$ cat src/common/abm_pkg.sv
// ==========================================================
// Shared constants of the address breakpoint matcher
package abm_pkg;

	// ==========================================================
	// Register offsets (byte addresses on the AHB-Lite bus)
	localparam logic [7:0] OFS_BP_BASE = 8'h00; // Breakpoint n sits at OFS_BP_BASE + 4*n
	localparam logic [7:0] OFS_CTRL = 8'h1C;
	localparam logic [7:0] OFS_CFG = 8'h20;
	localparam logic [7:0] OFS_STATUS = 8'h24;
	localparam logic [7:0] OFS_CLEAR = 8'h28;
	localparam logic [7:0] OFS_IRQ_EN = 8'h2C;

	// ==========================================================
	// Field positions inside the debug control register
	localparam int LOCAL_EN_POS = 0; // Local enable of breakpoint n at 2*n
	localparam int GLOBAL_EN_POS = 1; // Global enable of breakpoint n at 2*n+1
	localparam int TYPE_POS = 16; // Access type of breakpoint n at 16+4*n
	localparam int LEN_POS = 18; // Range length of breakpoint n at 18+4*n
	localparam int FIELD_STEP = 4;
	localparam int CFG_DE_POS = 0;
	localparam int CFG_LONG_POS = 1;

	// ==========================================================
	// Writable bits and values after reset
	localparam logic [31:0] CTRL_WMASK = 32'hFFFF_00FF;
	localparam logic [31:0] LOCAL_EN_MASK = 32'h0000_0055;
	localparam logic [31:0] GLOBAL_EN_MASK = 32'h0000_00AA;
	localparam logic [31:0] CTRL_RST = 32'h0000_0000;
	localparam logic [31:0] BP_ADDR_RST = 32'h0000_0000;
	localparam logic [1:0] CFG_RST = 2'h0;
	localparam logic [3:0] FLAG_RST = 4'h0;

	// ==========================================================
	// Range length encodings and the span each gives, less one byte
	localparam logic [1:0] LEN_1B = 2'h0;
	localparam logic [1:0] LEN_2B = 2'h1;
	localparam logic [1:0] LEN_8B = 2'h2;
	localparam logic [1:0] LEN_4B = 2'h3;
	localparam logic [2:0] SPAN_1B = 3'h0;
	localparam logic [2:0] SPAN_2B = 3'h1;
	localparam logic [2:0] SPAN_4B = 3'h3;
	localparam logic [2:0] SPAN_8B = 3'h7;

	// ==========================================================
	// Access type encodings
	localparam logic [1:0] TYPE_EXEC = 2'h0;
	localparam logic [1:0] TYPE_WR = 2'h1;
	localparam logic [1:0] TYPE_IO = 2'h2;
	localparam logic [1:0] TYPE_RW = 2'h3;

	// Kind of access presented by the processor pipeline
	typedef enum logic [2:0] {ACC_FETCH, ACC_DATA_RD, ACC_DATA_WR, ACC_IO_RD, ACC_IO_WR} abm_kind_e;

endpackage : abm_pkg

$ cat src/core/abm_range_cmp.sv
`timescale 1ns/10ps
// ==========================================================
// One breakpoint comparator: type select, low-bit masking, byte overlap
module abm_range_cmp #(
	parameter int ADDR_W = 32
) (
	input wire logic [ADDR_W-1:0] bp_addr,
	input wire logic [1:0] range_length,
	input wire logic [1:0] access_type,
	input wire logic debug_extensions_bit,
	input wire logic long_mode,
	input wire logic armed,
	input wire logic acc_valid,
	input wire abm_pkg::abm_kind_e acc_kind,
	input wire logic [ADDR_W-1:0] acc_addr,
	input wire logic [2:0] acc_len_m1,
	output logic hit
);
	logic [2:0] span_m1;
	logic len_ok;
	logic type_ok;
	logic [ADDR_W:0] base;
	logic [ADDR_W:0] rng_last;
	logic [ADDR_W:0] acc_first;
	logic [ADDR_W:0] acc_last;

	// Span of the range; the 8-byte form only exists in long mode
	always_comb begin
		len_ok = 1'b1;
		case (range_length)
			abm_pkg::LEN_1B: span_m1 = abm_pkg::SPAN_1B;
			abm_pkg::LEN_2B: span_m1 = abm_pkg::SPAN_2B;
			abm_pkg::LEN_4B: span_m1 = abm_pkg::SPAN_4B;
			abm_pkg::LEN_8B: begin
				span_m1 = abm_pkg::SPAN_8B;
				len_ok = long_mode;
			end
			default: span_m1 = abm_pkg::SPAN_1B;
		endcase
	end

	// Which access kind arms a match
	always_comb begin
		case (access_type)
			abm_pkg::TYPE_EXEC: type_ok = (acc_kind == abm_pkg::ACC_FETCH);
			abm_pkg::TYPE_WR: type_ok = (acc_kind == abm_pkg::ACC_DATA_WR);
			abm_pkg::TYPE_RW: type_ok = (acc_kind == abm_pkg::ACC_DATA_RD) || (acc_kind == abm_pkg::ACC_DATA_WR);
			abm_pkg::TYPE_IO: type_ok = debug_extensions_bit &&
				((acc_kind == abm_pkg::ACC_IO_RD) || (acc_kind == abm_pkg::ACC_IO_WR));
			default: type_ok = 1'b0;
		endcase
	end

	// Masked base forms the range; one extra bit keeps the top from wrapping
	assign base = {1'b0, bp_addr & ~ADDR_W'(span_m1)};
	assign rng_last = base + (ADDR_W + 1)'(span_m1);
	assign acc_first = {1'b0, acc_addr};
	assign acc_last = acc_first + (ADDR_W + 1)'(acc_len_m1);

	// Any touched byte inside the range is enough
	assign hit = acc_valid && armed && type_ok && len_ok && (acc_first <= rng_last) && (base <= acc_last);

endmodule : abm_range_cmp

$ cat src/core/abm_top.sv
`timescale 1ns/10ps
// What this block does
// - Four registers each hold a breakpoint virtual address compared with accesses.
// - Local enables arm for the current task; a task switch clears them all.
// - Global enables arm for all tasks; only software writes change them.
// - Access type plus debug extensions bit select the triggering access kind.
// - Range length masks low bits of the stored address to form a range.
// - Matching type and any accessed byte in range raises a debug exception.
// - Length 00=1, 01=2, 11=4, 10=8 bytes; 8 bytes only in long mode.
// - Type 00 fetch, 01 write, 11 read/write, 10 I/O only with extensions.
module abm_top #(
	parameter int ADDR_W = 32,
	parameter int NUM_BP = 4
) (
	input wire logic hclk,
	input wire logic hresetn,
	input wire logic hsel,
	input wire logic [31:0] haddr,
	input wire logic [1:0] htrans,
	input wire logic hwrite,
	input wire logic [2:0] hsize,
	input wire logic [31:0] hwdata,
	input wire logic hready,
	output logic hreadyout,
	output logic hresp,
	output logic [31:0] hrdata,
	input wire logic acc_valid,
	input wire abm_pkg::abm_kind_e acc_kind,
	input wire logic [ADDR_W-1:0] acc_addr,
	input wire logic [2:0] acc_len_m1,
	input wire logic task_switch,
	output logic debug_exception,
	output logic [NUM_BP-1:0] bp_hit,
	output logic irq
);
	// ==========================================================
	// State
	logic [ADDR_W-1:0] bp_addr_reg [NUM_BP];
	logic [31:0] ctrl_reg;
	logic [31:0] ctrl_next;
	logic [1:0] cfg_reg;
	logic [NUM_BP-1:0] status_reg;
	logic [NUM_BP-1:0] status_next;
	logic [NUM_BP-1:0] irq_en_reg;
	logic [NUM_BP-1:0] bp_hit_reg;
	logic debug_exception_reg;
	logic [31:0] hrdata_reg;
	logic wr_pend_reg;
	logic [7:0] wr_addr_reg;
	logic addr_take;
	logic [NUM_BP-1:0] hits;
	logic [NUM_BP-1:0] armed;
	logic [NUM_BP-1:0] clr_bits;
	logic [31:0] rd_mux;
	logic wr_ctrl;
	logic de_bit;
	logic long_mode;

	// ==========================================================
	// AHB-Lite slave: zero wait states, always OKAY
	assign hreadyout = 1'b1;
	assign hresp = 1'b0;
	assign hrdata = hrdata_reg;
	assign addr_take = hsel && htrans[1] && hready;
	assign wr_ctrl = wr_pend_reg && (wr_addr_reg == abm_pkg::OFS_CTRL);
	assign de_bit = cfg_reg[abm_pkg::CFG_DE_POS];
	assign long_mode = cfg_reg[abm_pkg::CFG_LONG_POS];

	// Capture a write address phase for use in the following data phase
	always_ff @(posedge hclk or negedge hresetn) begin
		if (!hresetn) begin
			wr_pend_reg <= 1'b0;
			wr_addr_reg <= 8'h00;
		end else begin
			wr_pend_reg <= addr_take && hwrite;
			wr_addr_reg <= haddr[7:0];
		end
	end

	// Read multiplexer; unmapped and write-only words read as zero
	always_comb begin
		rd_mux = 32'h0000_0000;
		for (int n = 0; n < NUM_BP; n++) begin
			if (haddr[7:0] == abm_pkg::OFS_BP_BASE + 8'(4 * n)) begin
				rd_mux = 32'(bp_addr_reg[n]);
			end
		end
		case (haddr[7:0])
			abm_pkg::OFS_CTRL: rd_mux = ctrl_reg;
			abm_pkg::OFS_CFG: rd_mux = {30'h0000_0000, cfg_reg};
			abm_pkg::OFS_STATUS: rd_mux = 32'(status_reg);
			abm_pkg::OFS_IRQ_EN: rd_mux = 32'(irq_en_reg);
			default: ;
		endcase
	end

	// Read data is sampled in the address phase and stands in the data phase
	always_ff @(posedge hclk or negedge hresetn) begin
		if (!hresetn) begin
			hrdata_reg <= 32'h0000_0000;
		end else if (addr_take && !hwrite) begin
			hrdata_reg <= rd_mux;
		end
	end

	// ==========================================================
	// Breakpoint address registers
	always_ff @(posedge hclk or negedge hresetn) begin
		if (!hresetn) begin
			for (int n = 0; n < NUM_BP; n++) begin
				bp_addr_reg[n] <= ADDR_W'(abm_pkg::BP_ADDR_RST);
			end
		end else if (wr_pend_reg) begin
			for (int n = 0; n < NUM_BP; n++) begin
				if (wr_addr_reg == abm_pkg::OFS_BP_BASE + 8'(4 * n)) begin
					bp_addr_reg[n] <= hwdata[ADDR_W-1:0];
				end
			end
		end
	end

	// ==========================================================
	// Debug control register: software writes, task switch drops local enables
	always_comb begin
		ctrl_next = ctrl_reg;
		if (wr_ctrl) begin
			ctrl_next = hwdata & abm_pkg::CTRL_WMASK;
		end
		if (task_switch) begin
			ctrl_next = ctrl_next & ~abm_pkg::LOCAL_EN_MASK;
		end
	end

	always_ff @(posedge hclk or negedge hresetn) begin
		if (!hresetn) begin
			ctrl_reg <= abm_pkg::CTRL_RST;
		end else begin
			ctrl_reg <= ctrl_next;
		end
	end

	// Debug extensions and long mode bits
	always_ff @(posedge hclk or negedge hresetn) begin
		if (!hresetn) begin
			cfg_reg <= abm_pkg::CFG_RST;
		end else if (wr_pend_reg && wr_addr_reg == abm_pkg::OFS_CFG) begin
			cfg_reg <= hwdata[1:0];
		end
	end

	// ==========================================================
	// Comparators, one per breakpoint
	genvar gi;
	generate
		for (gi = 0; gi < NUM_BP; gi++) begin : g_bp
			assign armed[gi] = ctrl_reg[abm_pkg::LOCAL_EN_POS + 2 * gi] ||
				ctrl_reg[abm_pkg::GLOBAL_EN_POS + 2 * gi];
			abm_range_cmp #(.ADDR_W(ADDR_W)) u_cmp (
				.bp_addr(bp_addr_reg[gi]),
				.range_length(ctrl_reg[abm_pkg::LEN_POS + abm_pkg::FIELD_STEP * gi +: 2]),
				.access_type(ctrl_reg[abm_pkg::TYPE_POS + abm_pkg::FIELD_STEP * gi +: 2]),
				.debug_extensions_bit(de_bit),
				.long_mode(long_mode),
				.armed(armed[gi]),
				.acc_valid(acc_valid),
				.acc_kind(acc_kind),
				.acc_addr(acc_addr),
				.acc_len_m1(acc_len_m1),
				.hit(hits[gi])
			);
		end
	endgenerate

	// Exception pulse and per-breakpoint hit, one cycle after the access
	always_ff @(posedge hclk or negedge hresetn) begin
		if (!hresetn) begin
			bp_hit_reg <= NUM_BP'(abm_pkg::FLAG_RST);
			debug_exception_reg <= 1'b0;
		end else begin
			bp_hit_reg <= hits;
			debug_exception_reg <= |hits;
		end
	end

	assign bp_hit = bp_hit_reg;
	assign debug_exception = debug_exception_reg;

	// ==========================================================
	// Interrupt: sticky status, write-one-to-clear, enable mask
	assign clr_bits = (wr_pend_reg && wr_addr_reg == abm_pkg::OFS_CLEAR) ? hwdata[NUM_BP-1:0] : '0;
	assign status_next = (status_reg & ~clr_bits) | hits; // Set wins over clear

	always_ff @(posedge hclk or negedge hresetn) begin
		if (!hresetn) begin
			status_reg <= NUM_BP'(abm_pkg::FLAG_RST);
			irq_en_reg <= NUM_BP'(abm_pkg::FLAG_RST);
		end else begin
			status_reg <= status_next;
			if (wr_pend_reg && wr_addr_reg == abm_pkg::OFS_IRQ_EN) begin
				irq_en_reg <= hwdata[NUM_BP-1:0];
			end
		end
	end

	assign irq = |(status_reg & irq_en_reg);

	// ==========================================================
	// Checks
	property p_bp_load;
		@(posedge hclk) disable iff (!hresetn)
		(wr_pend_reg && wr_addr_reg == abm_pkg::OFS_BP_BASE) |=> (bp_addr_reg[0] == $past(hwdata[ADDR_W-1:0]));
	endproperty
	a_bp_load: assert property (p_bp_load) else $error("breakpoint address not loaded");

	property p_task_clear;
		@(posedge hclk) disable iff (!hresetn)
		task_switch |=> ((ctrl_reg & abm_pkg::LOCAL_EN_MASK) == 32'h0000_0000);
	endproperty
	a_task_clear: assert property (p_task_clear) else $error("local enable survived task switch");

	property p_global_kept;
		@(posedge hclk) disable iff (!hresetn)
		!wr_ctrl |=> ((ctrl_reg & abm_pkg::GLOBAL_EN_MASK) == ($past(ctrl_reg) & abm_pkg::GLOBAL_EN_MASK));
	endproperty
	a_global_kept: assert property (p_global_kept) else $error("global enable changed without write");

	property p_fetch_type;
		@(posedge hclk) disable iff (!hresetn)
		(acc_valid && acc_kind == abm_pkg::ACC_FETCH &&
			ctrl_reg[abm_pkg::TYPE_POS +: 2] != abm_pkg::TYPE_EXEC) |=> !bp_hit[0];
	endproperty
	a_fetch_type: assert property (p_fetch_type) else $error("fetch hit a data breakpoint");

	property p_exact_byte;
		@(posedge hclk) disable iff (!hresetn)
		(acc_valid && armed[0] && acc_kind == abm_pkg::ACC_DATA_RD && acc_len_m1 == 3'h0 &&
			ctrl_reg[abm_pkg::TYPE_POS +: 2] == abm_pkg::TYPE_RW &&
			ctrl_reg[abm_pkg::LEN_POS +: 2] == abm_pkg::LEN_4B &&
			acc_addr == (bp_addr_reg[0] | ADDR_W'(3))) |=> bp_hit[0] && debug_exception;
	endproperty
	a_exact_byte: assert property (p_exact_byte) else $error("last byte of 4-byte range missed");

	property p_exception_follows;
		@(posedge hclk) disable iff (!hresetn)
		(|hits) |=> debug_exception ##1 (debug_exception == $past(|hits));
	endproperty
	a_exception_follows: assert property (p_exception_follows) else $error("debug exception not raised");

	property p_len8_long;
		@(posedge hclk) disable iff (!hresetn)
		(ctrl_reg[abm_pkg::LEN_POS +: 2] == abm_pkg::LEN_8B && !long_mode) |=> !bp_hit[0];
	endproperty
	a_len8_long: assert property (p_len8_long) else $error("8-byte range used outside long mode");

	property p_io_needs_de;
		@(posedge hclk) disable iff (!hresetn)
		(ctrl_reg[abm_pkg::TYPE_POS +: 2] == abm_pkg::TYPE_IO && !de_bit) |=> !bp_hit[0];
	endproperty
	a_io_needs_de: assert property (p_io_needs_de) else $error("I/O breakpoint without extensions");

	property p_disarmed_quiet;
		@(posedge hclk) disable iff (!hresetn)
		(armed == '0) |=> !debug_exception && (bp_hit == '0);
	endproperty
	a_disarmed_quiet: assert property (p_disarmed_quiet) else $error("disarmed breakpoint fired");

	property p_status_sticky;
		@(posedge hclk) disable iff (!hresetn)
		(status_reg[0] && !clr_bits[0]) |=> status_reg[0] ##1 (irq || !irq_en_reg[0] || !status_reg[0]);
	endproperty
	a_status_sticky: assert property (p_status_sticky) else $error("status bit lost");

endmodule : abm_top
$ cat config.mk
export PLATFORM = sky130hd
export DESIGN_NAME = abm_top
export DESIGN_NICKNAME = d
export VERILOG_FILES = /design/src/common/abm_pkg.sv /design/src/core/abm_range_cmp.sv /design/src/core/abm_top.sv
export SDC_FILE = /design/constraint.sdc
export NUM_CORES = 1
export LEC_CHECK = 0
export BUFFER_PORTS_ARGS = -buffer_cell sky130_fd_sc_hd__buf_2
export CORE_MARGIN = 4
export CORE_UTILIZATION = 41
export DETAILED_ROUTE_END_ITERATION = 6
export GPL_TIMING_DRIVEN = 0
export HOLD_SLACK_MARGIN = 0.05
export SYNTH_ARGS = -nofsm -noshare
export SYNTH_HDL_FRONTEND = slang
export SYNTH_SLANG_ARGS = --single-unit
$ cat constraint.sdc
create_clock -name hclk -period 3.4 [get_ports hclk]
set_clock_uncertainty 0.1 [all_clocks]
set_input_delay 0.51 -clock hclk [delete_from_list [all_inputs] [get_ports hclk]]
set_output_delay 0.51 -clock hclk [all_outputs]
set_load 0.005 [all_outputs]
==> flow_summary.toml, run 1 <==
[outcome]
status = "complete, but fails checks"
violations = "negative setup slack"

[timing]
setup_ws_ns = -0.4584
min_period_over_period_pct = 113.5
rsz0062_at_grt = "true"
finalSetupViolCount = 9
hold_viol_final = 0
maxSlewHeadroom_pct = 4.926
period_needed_ns = 3.858
whs_ns = 0.08172
clock.fmax_mhz = 259.2
drv_slew = 0
worst_pin_slew_ns = 1.390

[clock_network]
root_buffer = "clkbuf_16"
cts_buffer_depth = 3
clkLatencyLatePin_ns = 0.58
cts_max_level = 1
clock-sinks = 208
tritoncts = "done"
cts_buffers = 28
clk_pin_slew_ns = 0.06

[floorplanning]
die_x_um = 209.0
ioPinCount = 154
initial_core_util_pct = 41.57
fp-row-count = 73
die_h_um = 209.0
core_um2 = 39820
die_area_um2 = 43660

[worst_setup_path]
crit_arrival_ns = 4.27
crit_fanout = 4
worstPathRequired_ns = 3.81
start_kind = "input port"
worstSetupPathType = "in2reg"
endpoint_kind = "flop"

[hold_path]
worst_hold_path_type = "in2reg"

[detailed_routing]
via_per_inst = 6.171
post_drt_wl_per_cell_um = 27.30
drt_iter0_markers = 1470
route.vias.total = 15490
final_antenna_net_count = 0
totalWireLength_mm = 68.53
dr.pass1.iters = 5
drcViolationCount = 0

[pwr]
p_sw_share_pct = 31.39
internal_power_mw = 4.808
power.switching_mw = 2.200
clkPwrFrac_pct = 41.7
p_comb_share_pct = 19.0
power_density_nw_per_um2 = 350.7
cellLeakagePower_nw = 9.288
seq_power_share_pct = 39.3
peakVddDrop_uv = 376.4

[placed_design]
portBuffers = 122
place_area_um2 = 18000
gp_congestion = 0.9681
hpwl_mm = 52.74

[synth]
syn-instance-count = 1755
postSynthAreaPerCell_um2 = 9.434
ys_ff_latch = 208
synth_ff_type = "dfrtp_1"
seq_area_frac_synth_pct = 31.44
async_flop_share_pct = 100.0
syn_area_um2 = 16560
yosysUniqueCellTypes = 64
yosys_warnings = 0
synth_edf_count = 0

[global_route]
grt_pass1_vias = 15200
grt_overflow = 0
grt_first_pass_wirelength_mm = 99.79
grt_antenna_before_repair = 0
grt_max_degree = 108
grt_usage_pct = 30.37

[final_layout]
drive_gt1_share_pct = 22.02
finalInstanceArea_um2 = 19980
fin_util_pct = 50.18
largest_register_ffs = 128
area_delta_synth_final_pct = 20.70
nets = 2343
num_antenna_cells = 0

[run]
maxCapViolCount = 0
[worst paths after layout]
| check | from | endpoint | slack (ns) | cells after the start |
|---|---|---|---|---|
| worst max register to register | ctrl_reg[23] | debug_exception | -0.23 | 12 |
| worst min-delay path | hwrite | wr_pend_reg | 0.08 | 3 |
| max in group asynchronous | hresetn | ctrl_reg[23] | 1.67 | 4 |
| min in group asynchronous | hresetn | bp_addr_reg[67] | 0.30 | 2 |
| worst min register to register | hrdata[15] | hrdata[15] | 0.37 | 1 |
| worst max-delay path | acc_addr[0] | debug_exception | -0.46 | 18 |
[placed cells by master, fill, tap and decap left out, types with 6 or more instances in the layout]
cell	netlist	layout
or4_1	8	6
buf_2	0	111
mux2i_1	30	30
nor3_1	30	27
or3_1	7	7
or2_2	8	8
a31oi_1	8	8
nand2b_1	10	9
clkbuf_16	0	29
a222oi_1	7	7
xor2_2	0	8
and3_1	12	10
xnor2_1	40	33
ha_1	263	253
nand4_1	75	75
dlygate4sd3_1	0	9
o211ai_1	9	9
ha_4	0	10
a211oi_1	12	12
nand2_1	166	161
inv_1	82	81
conb_1	2	6
o21ai_0	96	93
buf_1	10	10
a21o_1	63	62
a21oi_1	103	99
buf_4	2	47
nor2b_1	11	10
clkinv_2	0	10
nand3_1	44	41
a221oi_1	25	24
dfrtp_1	208	207
nor2_1	115	113
clkbuf_1	32	31
xor2_4	0	7
nor4_1	12	10
and4_1	15	10
xor2_1	50	35
mux2_2	128	128
[synth_stat cells (all sizes together) (5+ instances only)]
master / count / area share, %
nand3: 44 / 1.3
and4: 15 / 0.79
nor3: 30 / 0.91
or2: 8 / 0.30
a21oi: 103 / 3.1
clkbuf: 32 / 0.73
a21o: 63 / 2.9
xnor2: 40 / 2.1
and2: 8 / 0.30
or3: 7 / 0.26
nand2: 166 / 3.8
mux2: 128 / 8.7
inv: 82 / 1.9
a221oi: 25 / 1.3
nor2: 115 / 2.6
o21ai: 97 / 2.9
o211ai: 9 / 0.41
mux2i: 30 / 1.8
a31oi: 8 / 0.30
nand3b: 5 / 0.23
a222oi: 7 / 0.42
xor2: 50 / 2.6
ha: 263 / 20
a2111oi: 7 / 0.37
o31ai: 5 / 0.23
buf: 12 / 0.32
nor4: 12 / 0.45
a211oi: 12 / 0.54
dfrtp: 208 / 31
or4: 9 / 0.43
nand4: 76 / 3.0
nor2b: 11 / 0.42
nand2b: 10 / 0.38
and3: 12 / 0.45
[kinds of logic (layout without fill, tap and decap cells)]
| group | after synthesis | count (layout) | synth area share [%] |
|---|---|---|---|
| XOR/XNOR | 90 | 90 | 4.761 |
| AND/OR/NAND/NOR | 537 | 537 | 16.04 |
| flip-flops | 208 | 208 | 31.44 |
| AO/OA/AOI/OAI | 370 | 370 | 14.29 |
| adder cells (fa/ha/maj) | 264 | 264 | 20.00 |
| other | 2 | 6 | 0.04536 |
| buffers and inverters | 126 | 352 | 2.902 |
| multiplexers | 158 | 158 | 10.52 |
[power groups by stage]
stage                     Sequential (mW)  Combinational, mW  Clock (mW)
final                                2.76               1.33        2.92
after global routing                 2.76               1.48        3.04
after CTS                            2.75               1.29        2.95
after detailed placement             2.79               1.19           0
after global placement               2.79               1.15           0
after floorplan                      2.72              0.699           0
[per-layer routing]
metal | wire (um) | up-vias | global-route usage [%]
met5 | 0 | - | 0
met1 | 29050 | 7641 | 41.59
met4 | 3243 | 0 | 11.34
met3 | 5576 | 170 | 4.879
li1 | - | 6936 | -
met2 | 30660 | 741 | 48.66
[critical path, stage by stage]
cell	delay, ns
buf_8	0.10
ha_4	0.16
fa_2	0.35
a21o_4	0.25
nand2b_4	0.15
nor2_4	0.07
and2_4	0.18
nand4_1	0.13
xor2_2	0.11
ha_1	0.33
and4_4	0.23
nand4_1	0.25
or4_4	0.57
mux2_2	0.27
o211ai_1	0.11
a21oi_2	0.07
nand4bb_4	0.30
nand4_1	0.12
[metrics by stage]
stage               std cells  power (mW)  setup TNS (ns)  setup WS, ns
detailed placement       2408       3.983          -21.34        -2.366
CTS                      2494       6.989          -2.597       -0.3951
finish                   2510       7.008          -3.200       -0.4584
global placement         2406       3.937         -457.59        -2.439
global route             2510       7.274          -3.958       -0.5630
floorplan                1759       3.416          -1.180       -0.2232
[layout make-up]
cell class,count,area (um2)
fill,3826,19840
multi-input combinational,1425,11600
sequential,208,5206
timing repair buffer,176,1145
clock buffer,34,764.5
tap,525,656.9
inverter,82,307.8
buffer,44,187.7
clock inverter,16,118.9
[timing repair]
item                                    CTS  global route
hold endpoints to repair                 43             0
endpoints found under the setup margin    9            21
buffers inserted                         27            16
resized for setup                        82            37
hold buffers                              9             0
pin swaps                                42            30
(Power assumes the default switching activity.)
==> run 2, diff against run 1 <==
--- a/config.mk
+++ b/config.mk
@@ -8,6 +8,7 @@
 export BUFFER_PORTS_ARGS = -buffer_cell sky130_fd_sc_hd__buf_2
 export CORE_MARGIN = 4
 export CORE_UTILIZATION = 41
+export CTS_BUF_LIST = sky130_fd_sc_hd__clkbuf_8
 export DETAILED_ROUTE_END_ITERATION = 6
 export GPL_TIMING_DRIVEN = 0
 export HOLD_SLACK_MARGIN = 0.05
==> run 2 against run 1 <==
The run still ends with negative setup slack left; register-to-register slack improved by 0.08 ns; count of clock-buffer cells in the layout is 17 higher; die area is the same; first-iteration DRC count is 9.7% lower; core utilization increased by 0.51 points.
==> flow_summary.toml, run 2 (synthesis results as in run 1) <==
[final_layout]
finalInstanceArea_um2 = 20190
fin_util_pct = 50.69
n_fill_cell = 3822
layout_common_cells = "249 x ha_1, 207 x dfrtp_1, 161 x nand2_1, 128 x mux2_2, 113 x nor2_1"
drive_gt1_share_pct = 22.26
seq_area_um2 = 5206
largest_register_ffs = 128
final_common_cell = "ha_1"
area_delta_synth_final_pct = 21.93
multi_input_area_um2 = 11670
num_antenna_cells = 0
nets = 2368
layout.cells.non_filler = 2547

[detailed_routing]
drcViolationCount = 0
final_antenna_net_count = 0
dr.pass1.iters = 7
drt_iter0_markers = 1327
post_drt_wl_per_cell_um = 27.03
route.vias.total = 15590
via_per_inst = 6.119
totalWireLength_mm = 68.84

[worst_setup_path]
cpPeakStageDelay_ns = 0.59
crit_fanout = 4
crit_arrival_ns = 4.28
worstSetupPathType = "in2reg"
endpoint_kind = "flop"
r2r-end = "debug_exception"
worstPathRequired_ns = 3.88
cp_cell_sequence = "buf_8 > ha_4 > fa_2 > a21o_4 > nand2b_4 > nor2_4 > and2_4 > buf_12 > xnor2_4 > ha_4 > and4_4 > nand4_1 > or4_4 > mux2_2 > o211ai_1 > a21oi_2 > nand4bb_4 > nand4_1"
r2r_cells = 11
regToRegSetupSlack_ns = -0.15
start_kind = "input port"
critPathSlowestCell = "or4_4"
cp-endpoint = "debug_exception"
crit_start = "acc_addr[0]"
r2r_start = "ctrl_reg[27]"

[placed_design]
place_area_um2 = 18000
gp_congestion = 0.9681
portBuffers = 122
hpwl_mm = 52.74
dp_cells = 2408

[floorplanning]
ioPinCount = 154
die_area_um2 = 43660
die_h_um = 209.0
fp-row-count = 73
die_x_um = 209.0
initial_core_util_pct = 41.57
core_um2 = 39820

[pwr]
power_density_nw_per_um2 = 341.4
cellLeakagePower_nw = 9.422
peakVddDrop_uv = 235.6

[global_route]
grt_usage_pct = 30.73
grt_antenna_before_repair = 1
grt_pass1_vias = 15470
grt_max_degree = 108
grt_first_pass_wirelength_mm = 100.3
grt_overflow = 0

[clock_network]
clock-sinks = 208
tritoncts = "done"
clkLatencyLatePin_ns = 0.65
cts_buffer_depth = 3
clk_pin_slew_ns = 0.06
cts_max_level = 2
root_buffer = "clkbuf_8"
cts_buffers = 43

[timing]
finalSetupViolCount = 9
period_needed_ns = 3.801
setup_ws_ns = -0.4006
hold_viol_final = 0
drv_slew = 0
worst_pin_slew_ns = 1.298
maxSlewHeadroom_pct = 13.44
rsz0062_at_grt = "true"
min_period_over_period_pct = 111.8
clock.fmax_mhz = 263.1

[outcome]
violations = "negative setup slack"
status = "complete, but fails checks"

[hold_path]
worst_hold_path_type = "in2reg"

[run]
maxCapViolCount = 0
==> run 2: worst min path at each step <==
stage / from / to / slack (ns) / depth (start not counted)
3_3_place_gp: hrdata[12] / hrdata[12] / 0.36 / 1
4_1_cts: hwdata[27] / bp_addr_reg[59] / 0.05 / 3
3_5_place_dp: hresetn / bp_addr_reg[67] / 0.30 / 1
6_report: hwdata[11] / bp_addr_reg[43] / 0.09 / 3
5_1_grt: hwdata[27] / bp_addr_reg[59] / 0.07 / 3
2_1_floorplan: hresetn / bp_addr_reg[0] / 0.11 / 0
==> run 2: worst max-delay path, delay by kind of cell <==
kind	cells	cell delay [ns]
AO/OA/AOI/OAI	3	0.42
buffers and inverters	2	0.23
AND/OR/NAND/NOR	8	1.87
multiplexers	1	0.27
adder cells (fa/ha/maj)	3	0.79
XOR/XNOR	1	0.15
==> run 2: stage by stage <==
step / TNS [ns] / setup slack (ns) / total power, mW / hold WS (ns)
CTS: -1.679 / -0.2918 / 6.873 / 0.05094
global route: -2.881 / -0.4027 / 7.204 / 0.06624
floorplan: -1.180 / -0.2232 / 3.416 / 0.1144
global placement: -457.59 / -2.439 / 3.937 / 0.3583
detailed placement: -21.34 / -2.366 / 3.983 / 0.3024
finish: -2.547 / -0.4006 / 6.892 / 0.09003
==> run 2: layout make-up <==
cell class,instances,share of cell area (%)
inverter,82,1.525
clock buffer,51,3.477
timing repair buffer,186,6.415
sequential,208,25.79
clock inverter,26,0.8243
buffer,44,0.9235
multi-input combinational,1425,57.79
tap,525,3.254
==> run 2: layer usage <==
layer	up-vias	share of wire [%]	track usage [%]	wire length (um)
met5	-	0	0	0
met4	0	4.8	12.53	3318
met3	165	8.8	6.621	6051
met2	730	44	48.46	30500
met1	7704	42	41.24	28970
li1	6987	-	-	-
==> run 2: where the power goes <==
| part | switching [mW] | internal, mW | leakage (nW) |
|---|---|---|---|
| registers | 0.172 | 2.58 | 2.49 |
| logic | 0.778 | 0.571 | 6.43 |
| clock network | 1.33 | 1.46 | 0.499 |
| total | 2.28 | 4.61 | 9.42 |
==> run 2: repair_timing <==
item / 4_1_cts / 5_1_grt
pin swaps: 40 / 38
gates resized for setup: 82 / 46
hold buffers: 27 / 0
buffers inserted: 22 / 14
setup endpoints to repair: 9 / 21
endpoints found under the hold margin: 93 / 0
